## config.mk

```make
export PLATFORM = sky130hd
export DESIGN_NAME = mmt_timer_unit
export DESIGN_NICKNAME = d
export VERILOG_FILES = /design/src/common/mmt_pkg.sv /design/src/design/mmt_prescaler.sv /design/src/design/mmt_compare_channel.sv /design/src/design/mmt_timer_unit.sv
export SDC_FILE = /design/constraint.sdc
export NUM_CORES = 1
export LEC_CHECK = 0
export ABC_AREA = 1
export BUFFER_PORTS_ARGS = -buffer_cell sky130_fd_sc_hd__buf_2
export CAP_MARGIN = 10
export CORE_ASPECT_RATIO = 0.8
export CORE_MARGIN = 4
export CORE_UTILIZATION = 45
export DETAILED_ROUTE_END_ITERATION = 8
export GPL_ROUTABILITY_DRIVEN = 0
export PLACE_DENSITY_LB_ADDON = 0.08
export SETUP_SLACK_MARGIN = 0.1
export SYNTH_ARGS = -nofsm -noshare
export SYNTH_HDL_FRONTEND = slang
export SYNTH_SLANG_ARGS = --single-unit
```

## constraint.sdc

```tcl
create_clock -name clock -period 3.3 [get_ports clock]
set_input_delay 0.66 -clock clock [delete_from_list [all_inputs] [get_ports clock]]
set_output_delay 0.66 -clock clock [all_outputs]
set_load 0.01 [all_outputs]
```

## src/common/mmt_pkg.sv

```systemverilog
// Package with register map, field positions and shared types of the motor mode timer unit.
package mmt_pkg;

   // Register indices on the plain register port.
   localparam logic [2:0] ADDR_TIMER_CONTROL  = 3'h0;
   localparam logic [2:0] ADDR_CAPTURE_DEBUG  = 3'h1;
   localparam logic [2:0] ADDR_CAPTURED_COUNT = 3'h2;
   localparam logic [2:0] ADDR_COMMUTATION    = 3'h3;
   localparam logic [2:0] ADDR_DETECT_START   = 3'h4;
   localparam logic [2:0] ADDR_OVERFLOW_CMP   = 3'h5;

   // Timer control field positions.
   localparam int TC_TIMER_ENABLE  = 0;
   localparam int TC_DETECT_RESET  = 1;
   localparam int TC_SOFT_RESET    = 2;
   localparam int TC_OVERLOAD_RST  = 3;
   localparam int TC_CH3_RESET     = 4;
   localparam int TC_CLK_SEL_LSB   = 5;

   // Capture/debug control field positions.
   localparam int CD_DETECT_CAPT   = 1;
   localparam int CD_SOFT_CAPT     = 2;
   localparam int CD_OVERLOAD_CAPT = 3;
   localparam int CD_OVERFLOW_FLAG = 5;
   localparam int CD_DEBUG_OUT     = 7;

   // Reset values and counter maximum.
   localparam logic [7:0]  TIMER_CONTROL_RESET = 8'h00;
   localparam logic [15:0] COUNT_RESET         = 16'h0000;
   localparam logic [15:0] COUNT_MAX           = 16'hFFFF;

   // Count clock select codes and their divide ratios.
   localparam logic [2:0] CLK_DIV8   = 3'h0;
   localparam logic [2:0] CLK_DIV16  = 3'h2;
   localparam logic [2:0] CLK_DIV32  = 3'h4;
   localparam logic [2:0] CLK_DIV64  = 3'h6;
   localparam logic [2:0] CLK_DIV128 = 3'h1;
   localparam int PRESCALE_WIDTH = 7;

   // Register port request.
   typedef struct packed {
      logic [2:0]  addr;
      logic [15:0] wdata;
      logic        wr;
      logic        rd;
   } mmt_req_t;

   // Mirror of the three timer interrupt lines.
   typedef struct packed {
      logic overflow_channel;
      logic detect_start;
      logic commutation;
   } mmt_irq_t;

endpackage

```

## src/design/mmt_prescaler.sv

```systemverilog
// Prescaler that turns the system clock into a count-clock tick for the mode timer.
`timescale 1ns/1ps
`default_nettype none
module mmt_prescaler
   import mmt_pkg::*;
(
   input  wire logic       clock,
   input  wire logic       reset,
   input  wire logic       run,
   input  wire logic [2:0] select,
   output logic            tick
);
   import mmt_pkg::*;

   logic [PRESCALE_WIDTH-1:0] div_q;
   logic [PRESCALE_WIDTH-1:0] mask;

   // Selected ratio as a wrap mask; reserved codes fall back to the slowest rate.
   always_comb begin
      case (select)
         CLK_DIV8:   mask = 7'h07;
         CLK_DIV16:  mask = 7'h0F;
         CLK_DIV32:  mask = 7'h1F;
         CLK_DIV64:  mask = 7'h3F;
         CLK_DIV128: mask = 7'h7F;
         default:    mask = 7'h7F;
      endcase
   end

   // The divider is held clear while stopped so the first tick after start is a full period.
   always_ff @(posedge clock) begin
      if (reset || !run) begin
         div_q <= '0;
         tick  <= 1'b0;
      end else begin
         div_q <= div_q + 7'h01;
         tick  <= ((div_q & mask) == mask);
      end
   end
endmodule
`default_nettype wire

```

## src/design/mmt_compare_channel.sv

```systemverilog
// One one-shot compare channel of the mode timer.
`timescale 1ns/1ps
`default_nettype none
module mmt_compare_channel
   import mmt_pkg::*;
#(
   parameter bit GREATER_EQUAL = 1'b0
) (
   input  wire logic        clock,
   input  wire logic        reset,
   input  wire logic        arm,
   input  wire logic        disarm,
   input  wire logic        counting,
   input  wire logic [15:0] count,
   input  wire logic [15:0] compare,
   output logic             fire
);
   import mmt_pkg::*;

   logic armed_q;
   wire  hit   = GREATER_EQUAL ? (count >= compare) : (count == compare);
   wire  event_now = armed_q && counting && hit;

   // A write re-arms even with an equal value; firing or a counter reset disarms.
   always_ff @(posedge clock) begin
      if (reset) begin
         armed_q <= 1'b0;
         fire    <= 1'b0;
      end else begin
         fire <= event_now;
         if (arm)
            armed_q <= 1'b1;
         else if (event_now || disarm)
            armed_q <= 1'b0;
      end
   end
endmodule
`default_nettype wire

```

## src/design/mmt_timer_unit.sv

```systemverilog
// Motor mode timer unit: counter, capture, compare channels and register port.
//
// Functional notes
// Up-counting mode timer cleared by position detection.
// Counter holds at maximum and sets readable overflow flag bit 5.
// Commutation compares greater-or-equal; other channels compare exact equality.
// Commutation fires even if compare written after count passed it.
// Each channel fires once per arming; disarms on fire or counter reset.
// Writing compare re-arms even with same value; software rewrites.
// Channels evaluated only while timer enabled and counting.
// Control bit 4 lets channel 3 event reset the counter.
// Control bit 3 lets overload signal reset the counter.
// Writing 1 to control bit 2 resets counter; action bit only.
// Control bit 1 lets position detection reset the counter.
// Capture bit 3 captures count on overload signal.
// Writing 1 to capture bit 2 captures running count.
// Capture bit 1 captures count on each position detection.
// Setting control bit 0 starts the counter.
// Software writes compares before enabling the timer.
// Clearing enable disarms all compare channels.
// Control bits 7 to 5 select the count clock.
// Capture bit 7 drives the interrupt lines onto debug output.
// Select codes 000,010,100,110,001 give divide by 8,16,32,64,128.
// Software changes clock select only while disabled.
// Software avoids read-modify-write on both control registers.
// Capture on a resetting event takes the count before reset.
// Counter increments once per selected tick while enabled only.
`timescale 1ns/1ps
`default_nettype none
module mmt_timer_unit
   import mmt_pkg::*;
(
   input  wire logic              clock,
   input  wire logic              reset,
   input  wire mmt_pkg::mmt_req_t bus_req,
   output logic [15:0]            rdata,
   input  wire logic              position_detect_irq,
   input  wire logic              overload_signal,
   output mmt_pkg::mmt_irq_t      timer_irq,
   output mmt_pkg::mmt_irq_t      debug_irq
);
   import mmt_pkg::*;

   // Register state.
   logic [2:0]  clk_sel_q;
   logic        ch3_reset_enable_q;
   logic        overload_reset_enable_q;
   logic        detect_reset_enable_q;
   logic        timer_enable_q;
   logic        debug_out_enable_q;
   logic        overload_capture_enable_q;
   logic        detect_capture_enable_q;
   logic        count_overflow_flag_q;
   logic [15:0] count_q;
   logic [15:0] captured_count_q;
   logic [15:0] commutation_compare_q;
   logic [15:0] detect_start_compare_q;
   logic [15:0] overflow_compare_q;

   // Synchronised partner inputs; the first stage is read only by the second.
   logic [1:0]  pd_sync_q;
   logic [1:0]  ol_sync_q;
   logic        pd_prev_q;
   logic        ol_prev_q;

   always_ff @(posedge clock) begin
      if (reset) begin
         pd_sync_q <= 2'b00;
         ol_sync_q <= 2'b00;
         pd_prev_q <= 1'b0;
         ol_prev_q <= 1'b0;
      end else begin
         pd_sync_q <= {pd_sync_q[0], position_detect_irq};
         ol_sync_q <= {ol_sync_q[0], overload_signal};
         pd_prev_q <= pd_sync_q[1];
         ol_prev_q <= ol_sync_q[1];
      end
   end

   // Partner events are rising edges of the synchronised levels.
   wire pd_event = pd_sync_q[1] && !pd_prev_q;
   wire ol_event = ol_sync_q[1] && !ol_prev_q;

   // Register decode.
   wire wr_ctrl   = bus_req.wr && (bus_req.addr == ADDR_TIMER_CONTROL);
   wire wr_capdbg = bus_req.wr && (bus_req.addr == ADDR_CAPTURE_DEBUG);
   wire wr_commutation_compare   = bus_req.wr && (bus_req.addr == ADDR_COMMUTATION);
   wire wr_detect_start_compare   = bus_req.wr && (bus_req.addr == ADDR_DETECT_START);
   wire wr_overflow_compare   = bus_req.wr && (bus_req.addr == ADDR_OVERFLOW_CMP);

   // Action bits act on the write cycle and are never stored.
   wire soft_counter_reset = wr_ctrl && bus_req.wdata[TC_SOFT_RESET];
   wire soft_capture       = wr_capdbg && bus_req.wdata[CD_SOFT_CAPT];

   // Compare channel events; channel 3 is also seen by the counter.
   logic ch3_fire;
   logic ch1_fire;
   logic ch2_fire;

   // Counter reset sources; all but the soft reset are gated by an enable bit.
   wire counter_clear = (pd_event && detect_reset_enable_q)
                      || (ol_event && overload_reset_enable_q)
                      || (ch3_fire && ch3_reset_enable_q)
                      || soft_counter_reset;

   // Capture sources; the captured value is always the pre-reset count.
   wire capture_now = (pd_event && detect_capture_enable_q)
                    || (ol_event && overload_capture_enable_q)
                    || soft_capture;

   logic tick;
   wire  at_max   = (count_q == COUNT_MAX);
   wire  counting = timer_enable_q;

   mmt_prescaler u_prescaler (
      .clock  (clock),
      .reset  (reset),
      .run    (timer_enable_q),
      .select (clk_sel_q),
      .tick   (tick)
   );

   // Disarm on counter reset and when the timer is switched off. A level disarm would
   // also drop compares that software loads while stopped, which is the required order.
   wire enable_off  = wr_ctrl && timer_enable_q && !bus_req.wdata[TC_TIMER_ENABLE];
   wire chan_disarm = counter_clear || enable_off;

   mmt_compare_channel #(.GREATER_EQUAL(1'b1)) u_commutation (
      .clock    (clock),
      .reset    (reset),
      .arm      (wr_commutation_compare),
      .disarm   (chan_disarm),
      .counting (counting),
      .count    (count_q),
      .compare  (commutation_compare_q),
      .fire     (ch1_fire)
   );

   mmt_compare_channel #(.GREATER_EQUAL(1'b0)) u_detect_start (
      .clock    (clock),
      .reset    (reset),
      .arm      (wr_detect_start_compare),
      .disarm   (chan_disarm),
      .counting (counting),
      .count    (count_q),
      .compare  (detect_start_compare_q),
      .fire     (ch2_fire)
   );

   mmt_compare_channel #(.GREATER_EQUAL(1'b0)) u_overflow_ch (
      .clock    (clock),
      .reset    (reset),
      .arm      (wr_overflow_compare),
      .disarm   (chan_disarm),
      .counting (counting),
      .count    (count_q),
      .compare  (overflow_compare_q),
      .fire     (ch3_fire)
   );

   // Timer control register.
   always_ff @(posedge clock) begin
      if (reset) begin
         clk_sel_q               <= TIMER_CONTROL_RESET[7:5];
         ch3_reset_enable_q      <= 1'b0;
         overload_reset_enable_q <= 1'b0;
         detect_reset_enable_q   <= 1'b0;
         timer_enable_q          <= 1'b0;
      end else if (wr_ctrl) begin
         clk_sel_q               <= bus_req.wdata[TC_CLK_SEL_LSB +: 3];
         ch3_reset_enable_q      <= bus_req.wdata[TC_CH3_RESET];
         overload_reset_enable_q <= bus_req.wdata[TC_OVERLOAD_RST];
         detect_reset_enable_q   <= bus_req.wdata[TC_DETECT_RESET];
         timer_enable_q          <= bus_req.wdata[TC_TIMER_ENABLE];
      end
   end

   // Capture/debug control register; overflow flag is hardware-owned.
   always_ff @(posedge clock) begin
      if (reset) begin
         debug_out_enable_q        <= 1'b0;
         overload_capture_enable_q <= 1'b0;
         detect_capture_enable_q   <= 1'b0;
      end else if (wr_capdbg) begin
         debug_out_enable_q        <= bus_req.wdata[CD_DEBUG_OUT];
         overload_capture_enable_q <= bus_req.wdata[CD_OVERLOAD_CAPT];
         detect_capture_enable_q   <= bus_req.wdata[CD_DETECT_CAPT];
      end
   end

   // Compare registers; software must load them before enabling.
   always_ff @(posedge clock) begin
      if (reset) begin
         commutation_compare_q  <= COUNT_RESET;
         detect_start_compare_q <= COUNT_RESET;
         overflow_compare_q     <= COUNT_RESET;
      end else begin
         if (wr_commutation_compare)
            commutation_compare_q  <= bus_req.wdata;
         if (wr_detect_start_compare)
            detect_start_compare_q <= bus_req.wdata;
         if (wr_overflow_compare)
            overflow_compare_q     <= bus_req.wdata;
      end
   end

   // Mode timer: clear wins, then saturating count on each tick while enabled.
   always_ff @(posedge clock) begin
      if (reset)
         count_q <= COUNT_RESET;
      else if (counter_clear)
         count_q <= COUNT_RESET;
      else if (timer_enable_q && tick && !at_max)
         count_q <= count_q + 16'h0001;
   end

   // Overflow flag is sticky until the counter is reset; reaching the top again re-sets it.
   always_ff @(posedge clock) begin
      if (reset)
         count_overflow_flag_q <= 1'b0;
      else if (timer_enable_q && tick && (count_q == (COUNT_MAX - 16'h0001)) && !counter_clear)
         count_overflow_flag_q <= 1'b1;
      else if (counter_clear)
         count_overflow_flag_q <= 1'b0;
   end

   // Capture reads count_q in the same cycle a reset clears it, so it sees the old value.
   always_ff @(posedge clock) begin
      if (reset)
         captured_count_q <= COUNT_RESET;
      else if (capture_now)
         captured_count_q <= count_q;
   end

   // Read multiplexer; action bits and unused bits read as zero, unmapped reads give zero.
   logic [15:0] rd_mux;
   always_comb begin
      rd_mux = 16'h0000;
      case (bus_req.addr)
         ADDR_TIMER_CONTROL: begin
            rd_mux[TC_CLK_SEL_LSB +: 3] = clk_sel_q;
            rd_mux[TC_CH3_RESET]        = ch3_reset_enable_q;
            rd_mux[TC_OVERLOAD_RST]     = overload_reset_enable_q;
            rd_mux[TC_DETECT_RESET]     = detect_reset_enable_q;
            rd_mux[TC_TIMER_ENABLE]     = timer_enable_q;
         end
         ADDR_CAPTURE_DEBUG: begin
            rd_mux[CD_DEBUG_OUT]     = debug_out_enable_q;
            rd_mux[CD_OVERFLOW_FLAG] = count_overflow_flag_q;
            rd_mux[CD_OVERLOAD_CAPT] = overload_capture_enable_q;
            rd_mux[CD_DETECT_CAPT]   = detect_capture_enable_q;
         end
         ADDR_CAPTURED_COUNT: rd_mux = captured_count_q;
         ADDR_COMMUTATION:    rd_mux = commutation_compare_q;
         ADDR_DETECT_START:   rd_mux = detect_start_compare_q;
         ADDR_OVERFLOW_CMP:   rd_mux = overflow_compare_q;
         default:             rd_mux = 16'h0000;
      endcase
   end

   // Read data stand only in the cycle after the strobe.
   always_ff @(posedge clock) begin
      if (reset)
         rdata <= 16'h0000;
      else if (bus_req.rd)
         rdata <= rd_mux;
      else
         rdata <= 16'h0000;
   end

   // Interrupt pulses and their debug mirror, registered so both come from flip-flops.
   always_ff @(posedge clock) begin
      if (reset) begin
         timer_irq <= '0;
         debug_irq <= '0;
      end else begin
         timer_irq <= {ch3_fire, ch2_fire, ch1_fire};
         debug_irq <= debug_out_enable_q ? {ch3_fire, ch2_fire, ch1_fire} : 3'b000;
      end
   end
endmodule
`default_nettype wire

```

==> After elaboration in Yosys (flattened, before gate mapping) <==
Index checks and enable logic that the tools add are counted.
W data, S select, Z words.
{ "classes": {"add_sub_neg": 2, "magnitude_cmp": 1, "eq_ne": 13, "n_mux": 18, "bitwise": 3, "n_reduce_logical": 51} }
{ "op_table": {"columns": ["op", "count"], "rows": [
  ["$eq A16 B16 Y1", 2],
  ["$eq A16 B16 Y1 const B", 2],
  ["$pmux W8 S4", 1],
  ["$pmux W7 S4", 1],
  ["$logic_and A1 B1 Y1", 26],
  ["$pmux W1 S6", 4],
  ["$add A16 B1 Y16 const B", 1],
  ["$ge A16 B16 Y1", 1],
  ["$pmux W1 S5", 3],
  ["$eq A3 B3 Y1 const B", 4],
  ["$logic_or A1 B1 Y1", 10],
  ["$eq A3 B2 Y1 const B", 3],
  ["$mux W1", 8],
  ["$reduce_bool A2 Y1", 4],
  ["$add A7 B1 Y7 const B", 1],
  ["$and A7 B7 Y7", 1],
  ["$eq A7 B7 Y1", 1],
  ["$logic_not A1 Y1", 6],
  ["$logic_not A3 Y1", 2],
  ["$reduce_or A2 Y1", 3],
  ["$pmux W1 S4", 1],
  ["$eq A3 B1 Y1 const B", 1],
  ["$not A1 Y1", 2]
]} }
{ "word_totals": {"register_bits": 133, "input_bits": 25, "out_inout_bits": 22, "word_cells": 121} }

==> Logic depth before layout (Yosys ltp) <==
{ "logic_depth": {"word_depth": 10, "ltp_mapped": 14} }

==> Modules after synthesis <==
From an unflattened synthesis, not the netlist that was laid out.
{ "unflattened": {"cells_unflattened": 1024, "hier_area_um2": 6772.7} }
{ "modules_own_cells": {"columns": ["module", "instances", "cells_each", "area_per_inst_um2", "seq_area_each_um2"], "rows": [
  ["mmt_timer_unit", 1, 654, 4864.7, 2382.3],
  ["mmt_compare_channel (u_detect_start ...)", 2, 121, 523.0, 40.0],
  ["mmt_compare_channel (u_commutation)", 1, 80, 516.7, 40.0],
  ["mmt_prescaler", 1, 48, 345.3, 160.2]
]} }

==> Worst setup path after synthesis <==
OpenSTA, ideal clock, no wires.
{ "synth_timing": {"path_type": "input to register", "startpoint": "input port bus_req[19] in the netlist's numbering", "endpoint": "register count_q[10]", "setup_ns": 0.122, "t_arrival_ns": 1.612, "path_slack_ns": 1.566, "stages": 9, "cell_sequence": "nor2_1 -> nand2_1 -> nor2_1 -> inv_1 -> nor2_1 -> nor2_1 -> nand2_1 -> buf_4 -> a21oi_1"} }
{ "synth_via": {"elab_chain_cells": 5} }
{ "synth_rtl": {"columns": ["element", "line_no", "rtl"], "rows": [
  ["start, declared", "mmt_timer_unit.sv:35", "input wire mmt_pkg::mmt_req_t bus_req,"],
  ["$logic_not A3 Y1", "mmt_timer_unit.sv:85", "wire wr_ctrl = bus_req.wr && (bus_req.addr == ADDR_TIMER_CONTROL);"],
  ["$logic_and A1 B1 Y1", "mmt_timer_unit.sv:85", null],
  ["$logic_and A1 B1 Y1", "mmt_timer_unit.sv:92", "wire soft_counter_reset = wr_ctrl && bus_req.wdata[TC_SOFT_RESET];"],
  ["$logic_or A1 B1 Y1", "mmt_timer_unit.sv:104", "|| soft_counter_reset;"],
  ["$reduce_or A2 Y1 (no line)", null, null],
  ["end signal, assigned", "mmt_timer_unit.sv:214", "count_q <= count_q + 16'h0001;"],
  ["end, declared", "mmt_timer_unit.sv:54", "logic [15:0] count_q;"]
]} }
No other way between the ends.
A chain may end at the register's enable or synchronous reset.

==> Final worst setup path <==
{ "layout_timing": {"startpoint": "register count_q[1]", "endpoint": "register count_q[1]"} }
{ "layout_via": {"elab_chain_cells": 3} }
{ "layout_rtl": {"columns": ["element"], "rows": [
  ["parallel branches: the longest is 3 deep, another holds $add A16 B1 Y16"]
]} }
Parallel ways; which one is timed is not known.

==> run_results.csv <==
group,metric,value,unit
floorplanning,coreArea,0.0131,mm^2
floorplanning,initial_utilization,46.9,%
grt,track_usage,24.7,%
sta,period_needed,2.32,ns
floorplanning,rows,37,
final_layout,syn2layout_area_growth,16.4,%
routing,postRouteWirelength,19100,um
power_and_ir_drop,intPower,2.99,mW
cts,cts_buffers,17,
sta,worstMarginPinSlew,0.760,ns
grt,antenna_found_initial,0,
final_layout,layout_commonest_cell,"nand2_1",
synth,synth-seq-cells,133,
synth,syn_inst,853,
grt,grt_pass1_wl,30300,um
synth,synth_area_per_cell,7.21,um^2
synth,syn_nets,897,
floorplanning,die_area,0.0156,mm^2
run_status,outcome,"complete, no violations",
sta,skew,0.0124,ns
cts,cts_tree,"built",
cts,clk_pin_slew,0.06,ns
setup_path,required,3.59,ns
cts,h-tree-depth,4,
final_layout,insertedDiodeCount,0,
final_layout,final_cell_area,0.00716,mm^2
sta,finalSetupTns,0,ns
synth,synthArstFlopShare,0,%
final_layout,fillers,1255,
power_and_ir_drop,p_switching,0.901,mW
setup_path,cp_max_fo,13,
routing,drc_errors,0,
grt,grt_max_degree,41,
sta,rsz0062_at_grt,"no",
synth,synthFlopType,"dfxtp_1",
cts,postCtsHoldBufs,0,
final_layout,multi_input_area,0.00289,mm^2
floorplanning,die_h,113,um
placed_design,hpwlAfterDp,14100,um
routing,ant_nets,0,
cts,clock-sinks,133,
routing,vias,6026,
synth,synth_edf_count,0,
power_and_ir_drop,p_sw_share,23.1,%
synth,syn_area,0.00615,mm^2
min_path,hold_depth,2,
final_layout,layout_common_cells,"nand2_1, dfxtp_1, inv_1",
cts,cts_setup_buffers,0,
cts,ctsRootBufferMaster,"clkbuf_16",
power_and_ir_drop,p_leak,2.95,nW
routing,dr.first_iter.drc_count,760,
final_layout,seq_area,0.00266,mm^2
routing,dr.pass1.iters,5,
routing,avgViaCountPerCell,5.58,
final_layout,finalNetCount,936,
setup_path,cp.arrival,2.62,ns
cts,ctsResizeCount,0,
cts,clk_path_buf_depth,2,
synth,synth_warnings,0,
setup_path,reg2reg_depth,8,
min_path,hold_path.class,"register to register",
power_and_ir_drop,clkPwrFrac,50.9,%
sta,relSlewSlack,49.2,%
sta,setup_viol,0,
power_and_ir_drop,irDropWorstVdd,0.000366,V
placed_design,io_buffers,46,
floorplanning,die_width,139,um
placed_design,post_dp_cell_area,0.00653,mm^2
grt,gr-total-overflow,0,
final_layout,drive_gt1_share,10.5,%
sta,timing.fmax,0.431,GHz
power_and_ir_drop,fin_total_pwr,3.89,mW
power_and_ir_drop,combPwrFrac,6.2,%
floorplanning,io_pins,47,
grt,grt_pass1_vias,5639,
job,cap_violations,0,
power_and_ir_drop,pwr-share-seq,42.8,%
routing,wl_per_cell,17.7,um
sta,slew_viol_final,0,
sta,finalHoldViolations,0,
setup_path,start_kind,"register",
setup_path,cp-end-kind,"register",
synth,seq_area_frac_synth,43.3,%
synth,synth.distinct_cells,34,
sta,post-route-period-util,70.3,%
power_and_ir_drop,power_density,544,mW/mm^2
setup_path,crit_type,"register to register",
cts,clk_latency,0.42,ns
-- layer usage --
metal	vias up	share of wire, %	GRT usage [%]
met5	-	0	0
met4	0	1.8	8.15
met3	27	10	6.01
met2	275	42	35.9
met1	2806	46	36.1
li1	2918	-	-
-- flip-flops by register name, indices dropped and copies added (netlist names), 2 cells and up --
name                    cells
detect_start_compare_q     16
captured_count_q           16
commutation_compare_q      16
pd_sync_q                   2
debug_irq                   3
ol_sync_q                   2
u_prescaler.div_q           7
overflow_compare_q         16
count_q                    16
timer_irq                   3
rdata                      16
clk_sel_q                   3
-- Yosys cell counts, types with 2 or more instances --
master / instances / area share, %
o21ai_0: 93 / 7.6
nand2_1: 144 / 8.8
inv_1: 117 / 7.1
a31oi_1: 2 / 0.20
nand3_1: 30 / 2.4
o211ai_1: 4 / 0.49
nor3_1: 16 / 1.3
a21oi_1: 106 / 8.6
clkbuf_1: 21 / 1.3
nor2_1: 78 / 4.8
nor4_1: 3 / 0.31
ha_1: 19 / 3.9
inv_2: 2 / 0.12
dfxtp_1: 133 / 43
buf_2: 8 / 0.65
a221oi_1: 9 / 1.3
o22ai_1: 19 / 1.9
buf_4: 3 / 0.37
xnor2_1: 6 / 0.85
xor2_1: 8 / 1.1
buf_1: 2 / 0.12
nand4_1: 17 / 1.7
o221ai_1: 2 / 0.28
-- metrics by stage --
step,utilization [%],hold WS [ns],setup WS (ns),instances
after floorplan,-,0.388,1.57,853
after global placement,49.9,0.389,0.801,1048
after detailed placement,49.9,0.397,0.694,1048
after CTS,54.6,0.403,1.02,1080
after global routing,54.6,0.427,0.729,1080
final,54.6,0.402,0.979,1080
-- power groups by stage --
stage          logic (mW)  registers, mW  clock network (mW)
6_report            0.242           1.67                1.98
3_3_place_gp        0.232           1.70                   0
2_1_floorplan       0.152           1.69                   0
5_1_grt             0.270           1.67                2.08
3_5_place_dp        0.237           1.70                   0
4_1_cts             0.238           1.67                2.01
-- layout make-up --
| type | count | area share, % |
|---|---|---|
| Multi-Input combinational cell | 565 | 40.4 |
| Sequential cell | 133 | 37.2 |
| Clock buffer | 21 | 6.71 |
| Inverter | 120 | 6.29 |
| Timing Repair Buffer | 55 | 4.33 |
| Tap cell | 175 | 3.06 |
| Clock inverter | 11 | 2.05 |
-- critical path, cell delays in order (launching register included) --
cell and delay, ns:
dfxtp_1 0.57, ha_1 0.29, nand3_1 0.15, nor2_1 0.23, nand2_1 0.07, nand2_1 0.30, inv_1 0.29, o21ai_0 0.23
a21oi_1 0.07
-- cells by family after synthesis --
| family | share of synthesized area (%) |
|---|---|
| AND/OR/NAND/NOR | 20.2 |
| AO/OA/AOI/OAI | 20.8 |
| buffers and inverters | 9.83 |
| flip-flops | 43.3 |
| adder cells (fa/ha/maj) | 3.86 |
| XOR/XNOR | 1.99 |
-- worst paths after layout --
| path | from | to | slack [ns] |
|---|---|---|---|
| setup reg to reg | count_q[1] | count_q[1] | 0.98 |
| setup / recovery | count_q[1] | count_q[1] | 0.98 |
| hold reg to reg | pd_sync_q[0] | pd_sync_q[1] | 0.40 |
| hold / removal | pd_sync_q[0] | pd_sync_q[1] | 0.40 |
Power figures use the tool's default switching activity.
